File: config.mk
export PLATFORM = sky130hd
export DESIGN_NAME = undervoltage_reset_filter
export DESIGN_NICKNAME = d
export VERILOG_FILES = /design/src/include/uv_pkg.sv /design/src/design/undervoltage_reset_filter.sv
export SDC_FILE = /design/constraint.sdc
export NUM_CORES = 1
export LEC_CHECK = 0
export BUFFER_PORTS_ARGS = -buffer_cell sky130_fd_sc_hd__buf_2
export CAP_MARGIN = 10
export CORE_MARGIN = 2
export CORE_UTILIZATION = 41
export DETAILED_ROUTE_END_ITERATION = 10
export PLACE_DENSITY = 0.76
export RECOVER_POWER = 50
export SLEW_MARGIN = 10
export SYNTH_ARGS = -nofsm -noshare
export SYNTH_HDL_FRONTEND = slang
export SYNTH_SLANG_ARGS = --single-unit
File: constraint.sdc
create_clock -name aclk -period 3.37 [get_ports aclk]
set_clock_uncertainty 0.2 [all_clocks]
set_input_delay 0.5055 -clock aclk [delete_from_list [all_inputs] [get_ports aclk]]
set_output_delay 0.5055 -clock aclk [all_outputs]
set_load 0.01 [all_outputs]
File: src/include/uv_pkg.sv
`default_nettype none
package uv_pkg;
  // status register, printed offset is not a multiple of four: kept as index
  localparam logic [15:0] STATUS_IDX = 16'hfe0f;
  localparam logic [17:0] STATUS_ADDR = {STATUS_IDX, 2'b00};
  localparam logic [17:0] CONFIG_ADDR = 18'h00010;
  localparam logic [17:0] IRQ_STAT_ADDR = 18'h00014;
  localparam logic [17:0] IRQ_MASK_ADDR = 18'h00018;
  localparam int FLAG_BIT = 7;
  localparam int CFG_PWR_BIT = 0;
  localparam int CFG_RST_BIT = 1;
  localparam int CFG_STOP_BIT = 2;
  localparam logic [2:0] CONFIG_RESET = 3'h1;
  localparam int FILTER_CYCLES = 9;
  localparam int FLAG_MIN_XTAL = 32;
  localparam int FLAG_MAX_XTAL = 40;
  localparam int FLAG_XTAL = 36;
  localparam int XTAL_DIV = 4;
  localparam int EV_TRIP_BIT = 0;
  localparam int EV_FLAG_BIT = 1;
  localparam int EV_REL_BIT = 2;
  localparam logic [1:0] RESP_OKAY = 2'h0;
  localparam logic [1:0] RESP_SLVERR = 2'h2;

  typedef struct packed {
    logic below_fall;
    logic above_rise;
  } comp_t;

  typedef enum logic [1:0] {
    ST_RUN = 2'b01,
    ST_HOLD = 2'b10
  } mon_state_t;
endpackage : uv_pkg
`default_nettype wire

File: src/design/undervoltage_reset_filter.sv
// Contract
// - monitor is active straight out of reset, no software needed
// - comparator is observed only while monitor power enable is set; a held reset still releases on recovery with it clear
// - with reset enable, nine consecutive low cpu cycles assert reset
// - reset holds until supply rises above the recovery level
// - one cycle above recovery level releases reset
// - flag follows the comparator, not the reset enable
// - active-low external reset pin is driven low during reset
// - flag sets after 32 to 40 crystal cycles low, clears above recovery
// - flag read-only, writes ignored, cleared by reset
// - the monitor itself raises no interrupt request
// - monitoring continues unchanged in wait mode
// - undervoltage reset can end wait mode
// - with stop enable and power enable, monitor stays active in stop
// - in stop mode a trip bypasses the filter and resets directly
// - without stop enable, monitor goes inactive in stop mode
//
// Our own choice: the AXI4-Lite slave port.
`default_nettype none
module undervoltage_reset_filter #(
  parameter int FILTER = uv_pkg::FILTER_CYCLES,
  parameter int XTAL_FLAG = uv_pkg::FLAG_XTAL,
  parameter int DIV = uv_pkg::XTAL_DIV
) (
  input wire logic aclk, // system clock
  input wire logic aresetn, // sync reset, active low
  input wire uv_pkg::comp_t comp, // supply comparator outputs
  input wire logic wait_mode, // cpu in wait
  input wire logic stop_mode, // cpu in stop, cpu clock absent
  input wire logic [31:0] s_axi_awaddr, // write address
  input wire logic s_axi_awvalid, // write address valid
  output logic s_axi_awready, // write address ready
  input wire logic [31:0] s_axi_wdata, // write data
  input wire logic [3:0] s_axi_wstrb, // byte strobes
  input wire logic s_axi_wvalid, // write data valid
  output logic s_axi_wready, // write data ready
  output logic [1:0] s_axi_bresp, // write response
  output logic s_axi_bvalid, // write response valid
  input wire logic s_axi_bready, // write response ready
  input wire logic [31:0] s_axi_araddr, // read address
  input wire logic s_axi_arvalid, // read address valid
  output logic s_axi_arready, // read address ready
  output logic [31:0] s_axi_rdata, // read data
  output logic [1:0] s_axi_rresp, // read response
  output logic s_axi_rvalid, // read data valid
  input wire logic s_axi_rready, // read data ready
  output logic uv_reset, // system reset request, active high
  output logic ext_reset_n, // external reset pin drive, active low
  output logic ext_reset_oe, // external reset pin output enable
  output logic irq // wrapper interrupt, level
);
  import uv_pkg::*;

  ////////////////////////////////////////////////////////////////////////
  // register map, one word per register, byte addresses
  //   status : bit 7 is the undervolt flag, every other bit reads zero
  //   config : bit 0 power enable, bit 1 reset enable, bit 2 stop enable
  //   events : bit 0 trip, bit 1 flag set, bit 2 reset released, write one clears
  //   mask   : same layout as events; irq is high while a masked-in event is set
  // status sits at four times its printed index, so high address bits matter;
  // only the low 18 address bits are decoded, anything above them aliases
  // writes to status are answered okay and change nothing
  // unmapped reads and writes answer slverr, reads then carry zero
  //
  // timing, all counted in aclk cycles
  //   write   : address and data taken in either order, response two cycles after both
  //   read    : data one cycle after the address is taken, held until rready
  //   filter  : nine low samples in a row, reset flop set on the ninth
  //   release : first sample above recovery drops reset on the next edge
  //   flag    : crystal tick every DIV cycles, flag after XTAL_FLAG ticks low
  //
  // hazards worth knowing
  //   filter and flag counter only run while the monitor is active,
  //   so clearing power enable freezes the flag at its last value
  //   in stop mode there is no cpu clock to filter with, so the first low
  //   sample trips; supply noise in stop can therefore reset the part
  //   release ignores the enables: a held reset always ends once the supply
  //   recovers, even if software switched the monitor off meanwhile
  //   the config register stands in for option bits kept outside this block,
  //   so software may change it at any time, also while a reset is held
  //   wait mode is only an input for observation: monitoring never pauses
  //   the interrupt belongs to the register wrapper, not to the monitor
  //
  // trade-offs
  //   the flag threshold is one fixed tick count inside the allowed window,
  //   which costs a little latency against the earliest legal setting
  //   ready signals are stored in flops so no port depends on logic after a flop

  ////////////////////////////////////////////////////////////////////////
  // parameter checks refuse sizes the 8-bit counters cannot hold
  if (FILTER < 1 || FILTER > 255) begin : g_bad_filter
    $error("FILTER out of range");
  end
  if (XTAL_FLAG < FLAG_MIN_XTAL || XTAL_FLAG > FLAG_MAX_XTAL) begin : g_bad_xtal
    $error("XTAL_FLAG out of window");
  end
  if (DIV < 1 || DIV > 255) begin : g_bad_div
    $error("DIV out of range");
  end

  localparam logic [7:0] FILT_LAST = 8'(FILTER - 1);
  localparam logic [7:0] XFLAG = 8'(XTAL_FLAG);
  localparam logic [7:0] DIV_LAST = 8'(DIV - 1);
  localparam int LOW_LANE = 0;

  typedef struct packed {
    mon_state_t st;
    logic [7:0] filt;
    logic [7:0] div;
    logic [7:0] xlow;
    logic flag;
    logic [2:0] cfg;
    logic [2:0] ev;
    logic [2:0] mask;
    logic aw_got;
    logic w_got;
    logic [17:0] awa;
    logic [31:0] wd;
    logic [3:0] ws;
    logic bvalid;
    logic [1:0] bresp;
    logic rvalid;
    logic [1:0] rresp;
    logic [31:0] rdata;
    logic rst_out;
    logic irq;
    logic aw_rdy; // write address ready flop
    logic w_rdy; // write data ready flop
    logic ar_rdy; // read address ready flop
    logic rst_n; // pin drive value
    logic rst_oe; // pin drive enable
  } state_t;

  state_t s_reg, s_next;

  function automatic logic hit(input logic [17:0] a, input logic [17:0] r);
    hit = (a == r);
  endfunction : hit

  function automatic logic mapped(input logic [17:0] a);
    mapped = hit(a, STATUS_ADDR) || hit(a, CONFIG_ADDR) ||
             hit(a, IRQ_STAT_ADDR) || hit(a, IRQ_MASK_ADDR);
  endfunction : mapped

  function automatic logic [31:0] rd_word(input state_t s, input logic [17:0] a);
    rd_word = 32'h0;
    if (hit(a, STATUS_ADDR)) begin
      // reserved bits read zero
      rd_word[FLAG_BIT] = s.flag;
    end else if (hit(a, CONFIG_ADDR)) begin
      rd_word[CFG_STOP_BIT:CFG_PWR_BIT] = s.cfg;
    end else if (hit(a, IRQ_STAT_ADDR)) begin
      rd_word[EV_REL_BIT:EV_TRIP_BIT] = s.ev;
    end else if (hit(a, IRQ_MASK_ADDR)) begin
      rd_word[EV_REL_BIT:EV_TRIP_BIT] = s.mask;
    end
  endfunction : rd_word

  logic active; // monitor observes the comparator
  logic pwr; // power enable
  logic rst_en; // reset enable
  logic stop_en; // stop enable
  logic xtick; // crystal clock enable pulse
  logic trip; // reset entered this cycle
  logic fire; // filter satisfied this cycle
  logic flag_set; // flag rises this cycle
  logic w_do; // write lands this cycle
  logic [2:0] ev_new;
  logic [17:0] ra;

  ////////////////////////////////////////////////////////////////////////
  always_comb begin
    s_next = s_reg;
    pwr = s_reg.cfg[CFG_PWR_BIT];
    rst_en = s_reg.cfg[CFG_RST_BIT];
    stop_en = s_reg.cfg[CFG_STOP_BIT];
    // active from reset since power enable resets to one
    active = pwr && (!stop_mode || stop_en);
    xtick = (s_reg.div == DIV_LAST);
    trip = 1'b0;
    flag_set = 1'b0;
    ev_new = 3'h0;
    ra = s_axi_araddr[17:0];

    // crystal clock is a divided enable from aclk
    s_next.div = xtick ? 8'h0 : s_reg.div + 8'h1;

    // flag tracks the comparator, independent of reset enable
    if (active) begin
      if (comp.above_rise) begin
        s_next.flag = 1'b0;
        s_next.xlow = 8'h0;
      end else if (comp.below_fall) begin
        // saturates at the threshold, so a long low never wraps
        if (xtick && s_reg.xlow < XFLAG) begin
          s_next.xlow = s_reg.xlow + 8'h1;
        end
        if (s_reg.xlow >= XFLAG && !s_reg.flag) begin
          s_next.flag = 1'b1;
          flag_set = 1'b1;
        end
      end else begin
        s_next.xlow = 8'h0; // between levels flag keeps value
      end
    end

    // filter counts cpu cycles; stop mode has no cpu clock, so bypass it
    fire = 1'b0;
    case (s_reg.st)
      ST_RUN: begin
        if (active && comp.below_fall) begin
          if (stop_mode) begin
            fire = 1'b1;
          end else if (s_reg.filt >= FILT_LAST) begin
            fire = 1'b1;
          end else begin
            s_next.filt = s_reg.filt + 8'h1;
          end
        end else begin
          s_next.filt = 8'h0;
        end
        // wait mode does not block the reset
        if (fire && rst_en) begin
          s_next.st = ST_HOLD;
          s_next.rst_out = 1'b1;
          s_next.filt = 8'h0;
          trip = 1'b1;
        end else if (fire) begin
          s_next.filt = 8'h0;
        end
      end
      ST_HOLD: begin
        if (comp.above_rise) begin
          s_next.st = ST_RUN;
          s_next.rst_out = 1'b0;
          ev_new[EV_REL_BIT] = 1'b1;
        end
      end
      default: begin
        s_next.st = ST_RUN;
        s_next.rst_out = 1'b0;
      end
    endcase
    ev_new[EV_TRIP_BIT] = trip;
    ev_new[EV_FLAG_BIT] = flag_set;

    // axi write channel, address and data in either order
    if (s_axi_awvalid && !s_reg.aw_got) begin
      s_next.aw_got = 1'b1;
      s_next.awa = s_axi_awaddr[17:0];
    end
    if (s_axi_wvalid && !s_reg.w_got) begin
      s_next.w_got = 1'b1;
      s_next.wd = s_axi_wdata;
      s_next.ws = s_axi_wstrb;
    end
    w_do = s_reg.aw_got && s_reg.w_got && !s_reg.bvalid;
    if (w_do) begin
      s_next.aw_got = 1'b0;
      s_next.w_got = 1'b0;
      s_next.bvalid = 1'b1;
      s_next.bresp = RESP_OKAY;
      if (hit(s_reg.awa, CONFIG_ADDR)) begin
        if (s_reg.ws[LOW_LANE]) begin
          s_next.cfg = s_reg.wd[CFG_STOP_BIT:CFG_PWR_BIT];
        end
      end else if (hit(s_reg.awa, IRQ_STAT_ADDR)) begin
        if (s_reg.ws[LOW_LANE]) begin
          s_next.ev = s_reg.ev & ~s_reg.wd[EV_REL_BIT:EV_TRIP_BIT];
        end
      end else if (hit(s_reg.awa, IRQ_MASK_ADDR)) begin
        if (s_reg.ws[LOW_LANE]) begin
          s_next.mask = s_reg.wd[EV_REL_BIT:EV_TRIP_BIT];
        end
      end else if (hit(s_reg.awa, STATUS_ADDR)) begin
        s_next.bresp = RESP_OKAY;
      end else begin
        s_next.bresp = RESP_SLVERR;
      end
    end
    if (s_reg.bvalid && s_axi_bready) begin
      s_next.bvalid = 1'b0;
    end

    // set wins over a same-cycle clear
    s_next.ev = s_next.ev | ev_new;

    if (s_axi_arvalid && !s_reg.rvalid) begin
      s_next.rvalid = 1'b1;
      s_next.rdata = rd_word(s_reg, ra);
      s_next.rresp = mapped(ra) ? RESP_OKAY : RESP_SLVERR;
    end else if (s_reg.rvalid && s_axi_rready) begin
      s_next.rvalid = 1'b0;
    end

    // wrapper status interrupt only; the monitor itself asks for none
    s_next.irq = |(s_next.ev & s_next.mask);

    // every port leaves from its own flop, readies included
    s_next.aw_rdy = !s_next.aw_got;
    s_next.w_rdy = !s_next.w_got;
    s_next.ar_rdy = !s_next.rvalid;
    s_next.rst_n = !s_next.rst_out;
    s_next.rst_oe = s_next.rst_out;
  end

  ////////////////////////////////////////////////////////////////////////
  // reset leaves the monitor powered, so it watches from the first cycle;
  // readies and the pin value come up at their idle levels, not at zero
  always_ff @(posedge aclk) begin
    if (!aresetn) begin
      s_reg <= '0;
      s_reg.st <= ST_RUN;
      s_reg.cfg <= CONFIG_RESET;
      s_reg.flag <= 1'b0;
      s_reg.aw_rdy <= 1'b1;
      s_reg.w_rdy <= 1'b1;
      s_reg.ar_rdy <= 1'b1;
      s_reg.rst_n <= 1'b1;
    end else begin
      s_reg <= s_next;
    end
  end

  ////////////////////////////////////////////////////////////////////////
  assign s_axi_awready = s_reg.aw_rdy;
  assign s_axi_wready = s_reg.w_rdy;
  assign s_axi_bvalid = s_reg.bvalid;
  assign s_axi_bresp = s_reg.bresp;
  assign s_axi_arready = s_reg.ar_rdy;
  assign s_axi_rvalid = s_reg.rvalid;
  assign s_axi_rresp = s_reg.rresp;
  assign s_axi_rdata = s_reg.rdata;
  assign uv_reset = s_reg.rst_out;
  assign ext_reset_n = s_reg.rst_n;
  assign ext_reset_oe = s_reg.rst_oe;
  assign irq = s_reg.irq;
endmodule : undervoltage_reset_filter
`default_nettype wire

### Word level (Yosys, flattened, before mapping)

Cells that the tools add are included.

| word-level totals | value |
|---|---|
| bits in registers | 76 |
| word-level logic and storage cells | 136 |

| operators by class | value |
|---|---|
| add/sub/neg operators | 3 |
| eq/ne operators | 16 |
| muxes and demuxes | 49 |
| reduce and logical (&&, ||, !) cells | 36 |
| bitwise logic cells | 5 |
| order comparisons | 3 |

Operators with widths:

| kind | number |
|---|---|
| 18-bit by 5-bit equality test with 1-bit output (second input constant) | 6 |
| 8-bit 2-to-1 mux | 8 |
| 18-bit equality test (second input constant) | 2 |
| 3-bit 2-to-1 mux | 9 |
| 8-bit by 1-bit adder with 8-bit output (second input constant) | 3 |
| 1-bit 2-to-1 mux | 21 |
| 2-bit 2-to-1 mux | 7 |
| 1-bit logical AND | 12 |
| 1-bit logical NOT | 10 |
| 9-bit 2-to-1 mux | 1 |
| 3-bit AND reduction | 3 |
| 8-bit by 2-bit equality test with 1-bit output (second input constant) | 1 |
| 8-bit by 4-bit greater-or-equal comparator with 1-bit output (second input constant) | 1 |
| 8-bit by 6-bit greater-or-equal comparator with 1-bit output (second input constant) | 1 |
| 8-bit by 6-bit < comparator with 1-bit output (second input constant) | 1 |
| 4-bit by 2-bit inequality test with 1-bit output (second input constant) | 2 |
| 3-bit bitwise AND | 2 |
| 6-bit 2-to-1 mux | 1 |
| 1-bit logical OR | 4 |
| 2-bit inequality test (second input constant) | 2 |
| 2-bit case mux with 2 select lines | 1 |
| 2-bit AND reduction | 2 |
| 2-bit nonzero test | 2 |
| 2-bit OR reduction | 2 |
| 8 further kinds | 8 |

### Longest topological paths before layout

Gate-level depths: netlist of the first run.

| logic depth | value |
|---|---|
| word-level depth | 12 |
| depth in mapped cells | 8 |
| depth with buffers taken out | 7 |

### Least setup slack after synthesis of the first run

No wires, ideal clock.

| timing path | value |
|---|---|
| path kind | reg-to-reg |
| start point | register s_reg[119] (netlist name) |
| end point | register s_reg[118] (netlist name) |
| arrival time | 2.373 ns |
| period minus slack after synthesis | 2.644 ns |
| required time | 3.099 ns |
| path buffers | 0 |
| path slack | 0.726 ns |
| stages on the path, launching flop included | 7 |
| cells stage by stage | dfxtp_1 ha_1 or3b_2 or4b_4 a21o_1 or4_1 a21oi_1 |

| between the ends | value |
|---|---|
| longest elaborated chain between the ends | 4 |

RTL lines:

| element | RTL line | RTL |
|---|---|---|
| start, declared | undervoltage_reset_filter.sv:134 | `state_t s_reg, s_next;` |
| start signal, assigned | undervoltage_reset_filter.sv:321 | `s_reg <= s_next;` |
| 8-bit by 2-bit equality test with 1-bit output | undervoltage_reset_filter.sv:179 | `xtick = (s_reg.div == DIV_LAST);` |
| 1-bit logical AND | undervoltage_reset_filter.sv:195 | `if (xtick && s_reg.xlow < XFLAG) begin` |
| 3-bit by 2-bit inequality test with 1-bit output (no line) | -- |  |
| 2-bit AND reduction (no line) | -- |  |

Every way passes these cells.
A chain may end at the register's enable or synchronous reset.

### Worst setup path in the final report of the first run

Same ends and word-level chain as after synthesis.

==> results of run 1 <==
[stage by stage]
stage	util, %	std cells	power (uW)	cell area, sq um	setup slack (ns)
after floorplan	-	434	1070	3630	0.726
after global placement	45.5	554	1100	3760	0.619
after detailed placement	45.5	554	1110	3760	0.585
after CTS	48.2	570	1850	3980	0.561
after global routing	47.9	570	1900	3960	0.417
final	47.9	570	1840	3960	0.548
[layout make-up]
class                      count  share of cell area (%)
tap                          105                    3.32
timing repair buffer          65                    7.77
sequential                    74                    37.4
clock inverter                 5                    1.96
inverter                      15                    1.42
clock buffer                  11                    3.57
multi-input combinational    295                    44.5
[synthesized netlist by cell type, types with 4 or more instances]
library cell and n:
dfxtp_1 74, nand2_1 57, buf_4 37, nor2_1 28
nor2b_1 21, a21boi_0 20, inv_1 15, mux2i_1 14
clkbuf_1 12, nand4_1 10, nor4_1 10, xor2_1 10
nand3_1 9, ha_1 7, o21ai_0 7, and3_1 6
xnor2_1 6, a21oi_1 5, a22oi_1 5, nand2b_1 5
nor3_1 5, a211oi_1 4
[worst max-delay path, cell delays in order (launching register included)]
cell     delay [ns]
dfxtp_1        0.40
ha_1           0.25
or3b_2         0.48
or4b_4         0.53
a21o_1         0.23
or4_1          0.51
a21oi_1        0.15
[cell families after synthesis]
family | synth area share (%)
flops | 42.1
xor+xnor | 3.98
buf+inv | 10.9
compound gates | 11.7
simple gates | 24.4
other cells | 0.107
mux | 4.30
fa+ha+maj | 2.49
[power by group through the flow]
stage	logic (uW)	registers [uW]	clock network [uW]
after floorplan	131	942	0
after global placement	157	944	0
after detailed placement	161	945	0
after CTS	162	925	760
after global routing	181	930	793
final	160	926	750
[routing by layer]
metal / GRT usage, % / vias to the layer above / wire [microns]
met5: 0 / - / 0
met4: 7.15 / 0 / 121
met3: 3.97 / 9 / 391
met2: 25.6 / 80 / 3240
met1: 17.0 / 1306 / 3100
li1: - / 1432 / -
[how the worst min path moves through the flow]
| stage | start | endpoint | slack [ns] |
|---|---|---|---|
| final | s_axi_rready | s_axi_arready | 0.21 |
| after global routing | s_axi_awaddr[12] | s_reg[93] | 0.22 |
| after CTS | s_axi_rready | s_axi_arready | 0.20 |
| after detailed placement | s_reg[88] | s_reg[88] | 0.26 |
| after global placement | s_reg[119] | s_reg[119] | 0.25 |
| after floorplan | s_reg[119] | s_reg[119] | 0.24 |
[layout by cell type (no fill, tap or decap), drive strengths merged, types with 3 or more instances in the layout]
cell	instances
dfxtp	74
nand2	57
buf	49
conb	30
nor2	28
clkbuf	27
nor2b	21
a21boi	20
inv	15
mux2i	14
nor4	10
nand4	10
xor2	10
nand3	9
o21ai	9
ha	7
and3	7
xnor2	6
nor3	5
a21oi	5
nand2b	5
a22oi	5
a211oi	4
a31oi	3
o31a	3
o21a	3
and2	3
==> out/qor.csv, run 1 <==
metric,value,unit
Netlist cell types,47,
CTS buffer count,9,
share of the synthesized area in the top cell type,42.1,%
nets,578,
CP endpoint,s_reg[118],
CP Launch Point,s_reg[119],
required time at the endpoint of the critical path,3.43,ns
startpoint type of the worst setup path,register,
flop2flop setup slack,0.55,ns
post-CTS setup buffers,0,
Final Cycle Share,83.7,%
1st-pass router iterations,4,
via count,2827,
Switch Pwr,434,uW
max reg flops,58,
leakage,0.00160,uW
CP endpoint kind,register,
Slew HR,-12.9,%
Synth area leader,dfxtp_1,
area occupied by multi-input gates,1760,sq um
sequential share of power,50.4,%
Final Hold Viols,0,
Fin Setup TNS,0,ns
# port buffers,64,
total core area,8260,sq um
Final Max Slew Viols,50,
hold path cells,3,
antenna violations before repair,0,
Final HPWL DP,5.07,mm
Congestion Overflow GR,0,
Synth async-reset ratio,0,%
Clock Latency Late Sink,0.34,ns
n_diodes,0,
WS Path Type,register to register,
gp weighted congestion,0.837,
Avg WL per Cell,12.0,microns
Main synth FF type,dfxtp_1,
largest cells by area after synthesis,"dfxtp_1 42%, buf_4 7.9%, nand2_1 6.1%",
Clock Pin Slew Worst Setup and Hold Paths,0.08,ns
Reg2Reg Launch Point,s_reg[119],
FF/Latch Area,1480,sq um
Gate Count Post-Synth,405,
die width,96.6,microns
Vias per Instance,4.96,
largest net degree at the start of global routing,50,
io pins,156,
r2r endpoint,s_reg[118],
share of cells above drive strength 1,14.8,%
Clk pwr share,40.9,%
vias in the first global route,2781,
worst slew pin tran,1.69,ns
clk buf depth,2,
total track usage,14.9,%
Combinational Power Share,8.7,%
"Gates resized, CTS repair",0,
PD cells,464,nW/um^2
Clock Sinks,74,
CP max FO,5,
Yosys warnings,0,
Internal Pwr Total,1400,uW
synthesized area per cell,8.69,sq um
row count,33,
VDD IR max,0.224,mV
Fin Hold WS,0.210,ns
Register-to-Register Path Depth,6,
Initial Utilization,42.6,%
Die Area,9340,sq um
first-pass GRT wire length,11.7,mm
DRC,0,
Post-synth EDFFs,0,
worst min path class,input pin to register,
Area Growth Syn to Fin,12.5,%
Final Critical Period,2.82,ns
final setup violation count,0,
clk root buf,clkbuf_8,
Starting DRT DRC Count,81,
"Cell Area, Synth",3520,sq um
hold buffers post-CTS,0,
RSZ-0062 raised after global routing,false,
Sw Share,23.6,%
Detail Route Antenna Nets,0,
fmax,354,MHz
CTS H-tree depth,3,
failing checks,"max-capacitance violations, max-slew violations",
die height,96.6,microns
maxcap violations,1,
post-synthesis sequential area ratio,42.1,%
Synth Register Bits,74,
status,"complete, but fails checks",
crit path DAT,2.88,ns
Filler Cells Inserted,790,
Detailed Route WL,6.85,mm
CTS tree,built,
Power figures use the tool's default switching activity.
==> run 2: changes to the inputs <==
==> constraint.sdc (replaced) <==
create_clock -name aclk -period 2.6 [get_ports aclk]
set_clock_uncertainty 0.2 [all_clocks]
set_input_delay 0.39 -clock aclk [delete_from_list [all_inputs] [get_ports aclk]]
set_output_delay 0.39 -clock aclk [all_outputs]
set_load 0.01 [all_outputs]
==> run 2 against run 1 <==
Against the previous run: the run now ends clean; sequential cell count unchanged; cell count grew 1.9%; utilization is 1.3 points higher; largest cell class unchanged; highest routed layer unchanged; worst setup slack got worse by 0.51 ns; critical path type unchanged; first-iteration DRC count rose by 21%; power rose by 32%; sequential share of layout area shrank 0.92 points; largest power group unchanged.
==> out/qor.csv, run 2 (same netlist as run 1, synthesis figures left out) <==
metric,value,unit,change
status,"finished, final reports clean",,"was complete, but fails checks"
Fin Hold WS,0.0928,ns,was 0.210 ns
Final Critical Period,2.56,ns,was 2.82 ns
Clock Pin Slew Worst Setup and Hold Paths,0.07,ns,was 0.08 ns
antenna violations before repair,0,,unchanged
PD cells,597,nW/um^2,was 464 nW/um^2
total core area,8260,sq um,unchanged
startpoint type of the worst setup path,register,,unchanged
Layout Cells excl Fill,581,,was 570
Final HPWL DP,5.23,mm,was 5.07 mm
Initial Utilization,42.6,%,unchanged
Final Max Slew Viols,0,,was 50
Area Growth Syn to Fin,15.5,%,was 12.5%
CP endpoint kind,register,,unchanged
largest net degree at the start of global routing,36,,was 50
FF/Latch Area,1480,sq um,about the same
worst min path class,input pin to register,,unchanged
Final WS setup,0.0354,ns,was 0.548 ns
most frequent cells in the layout,"72 x dfxtp_1, 57 x nand2_1, 48 x buf_2",,"was 74 x dfxtp_1, 57 x nand2_1, 48 x buf_2"
share of cells above drive strength 1,17.6,%,was 14.8%
first-pass GRT wire length,12.1,mm,was 11.7 mm
nets,589,,was 578
worst-path cell chain,or4_4 > or4b_4 > a21o_1 > or4_4 > a21oi_2,,was ha_1 > or3b_2 > or4b_4 > a21o_1 > or4_1 > a21oi_1
Hold Path Origin,s_axi_awaddr[8],,was s_axi_rready
1st-pass router iterations,4,,unchanged
CTS tree,built,,unchanged
hold buffers post-CTS,0,,unchanged
maxcap violations,0,,was 1
vias in the first global route,2894,,was 2781
Reg2Reg Launch Point,s_reg[122],,was s_reg[119]
Die Area,9340,sq um,unchanged
leakage,0.00166,uW,was 0.00160 uW
"commonest non-fill, non-tap cell in the layout",dfxtp_1,,unchanged
VDD IR max,0.298,mV,was 0.224 mV
Tot Pwr,2420,uW,was 1840 uW
Detail Route Antenna Nets,0,,unchanged
crit path DAT,2.63,ns,was 2.88 ns
clk buf depth,2,,unchanged
Final Cycle Share,98.6,%,was 83.7%
area occupied by multi-input gates,1790,sq um,was 1760 sq um
CP max-delay cell,or4_4,,was or4b_4
Fin Setup TNS,0,ns,unchanged
pre-CTS setup slack,0.0186,ns,was 0.585 ns
CP Launch Point,s_reg[122],,was s_reg[119]
Vias per Instance,4.96,,about the same
Slew HR,16.5,%,was -12.9%
die width,96.6,microns,unchanged
peak per-stage delay on the critical path,0.55,ns,was 0.53 ns
CTS H-tree depth,3,,unchanged
worst slew pin tran,1.25,ns,was 1.69 ns
required time at the endpoint of the critical path,2.66,ns,was 3.43 ns
post-CTS setup buffers,0,,unchanged
gp weighted congestion,0.843,,was 0.837
RSZ-0062 raised after global routing,false,,unchanged
crit-path leading delay family,simple AND/OR/NAND/NOR gates,,unchanged
Filler Cells Inserted,781,,was 790
Detailed Route WL,6.98,mm,was 6.85 mm
row count,33,,unchanged
clk root buf,clkbuf_8,,unchanged
via count,2882,,was 2827
CTS buffer count,9,,unchanged
Final Hold Viols,0,,unchanged
most frequent CP cell,or4_4,,
max reg flops,58,,unchanged
Worst Path Buf+Inv,0,,unchanged
CP max FO,4,,was 5
io pins,156,,unchanged
die height,96.6,microns,unchanged
WS Path Type,register to register,,unchanged
Clock Sinks,74,,unchanged
Avg WL per Cell,12.0,microns,about the same
total track usage,15.4,%,was 14.9%
DRC,0,,unchanged
fmax,390,MHz,was 354 MHz
Starting DRT DRC Count,98,,was 81
n_diodes,0,,unchanged
Clock Latency Late Sink,0.34,ns,about the same
# port buffers,64,,unchanged
final setup violation count,0,,unchanged
cell count after placement,565,,was 554
Congestion Overflow GR,0,,unchanged
-- run 2: worst paths after layout --
kind | to | slack [ns] | depth (start not counted)
hold / removal | s_reg[89] | 0.09 | 3
hold reg to reg | s_reg[85] | 0.27 | 2
setup reg to reg | s_reg[118] | 0.04 | 5
setup / recovery | s_reg[118] | 0.04 | 5
-- run 2: worst min-delay path, stage by stage --
cell,delay (ns)
buf_2,0.09
nand2_1,0.04
a21boi_0,0.06
-- run 2: timing repair --
| action | 4_1_cts | 5_1_grt |
|---|---|---|
| cloned | 0 | 0 |
| resized for setup | 1 | 5 |
| setup endpoints to repair | 1 | 4 |
| endpoints found under the hold margin | 0 | 0 |
-- run 2: layout make-up --
cell class | instances | share of cell area [%]
clock buffers | 12 | 3.82
clock inverters | 4 | 1.82
inverters | 15 | 1.39
multi-input cells | 295 | 43.9
flip-flops and latches | 74 | 36.5
well taps | 105 | 3.23
repair buffers | 76 | 9.33
-- run 2: stage by stage --
step | cell area [sq um] | util (%)
6_report | 4070 | 49.2
2_1_floorplan | 3630 | -
4_1_cts | 4080 | 49.4
5_1_grt | 4070 | 49.2
3_3_place_gp | 3850 | 46.6
3_5_place_dp | 3850 | 46.6
-- run 2: metal layers --
layer | routed length, microns | up-vias | share of wire, % | GRT usage [%]
met1 | 3150 | 1338 | 45 | 17.8
met4 | 124 | 0 | 1.8 | 7.69
met2 | 3300 | 82 | 47 | 26.2
met5 | 0 | - | 0 | 0
li1 | - | 1451 | - | -
met3 | 410 | 11 | 5.9 | 4.12
-- run 2: power breakdown --
group / leakage [uW] / total [uW] / internal (uW) / switching [uW]
logic: 0.000935 / 225 / 95.5 / 129
registers: 0.000603 / 1200 / 1170 / 28.3
clock network: 0.000117 / 1000 / 593 / 407
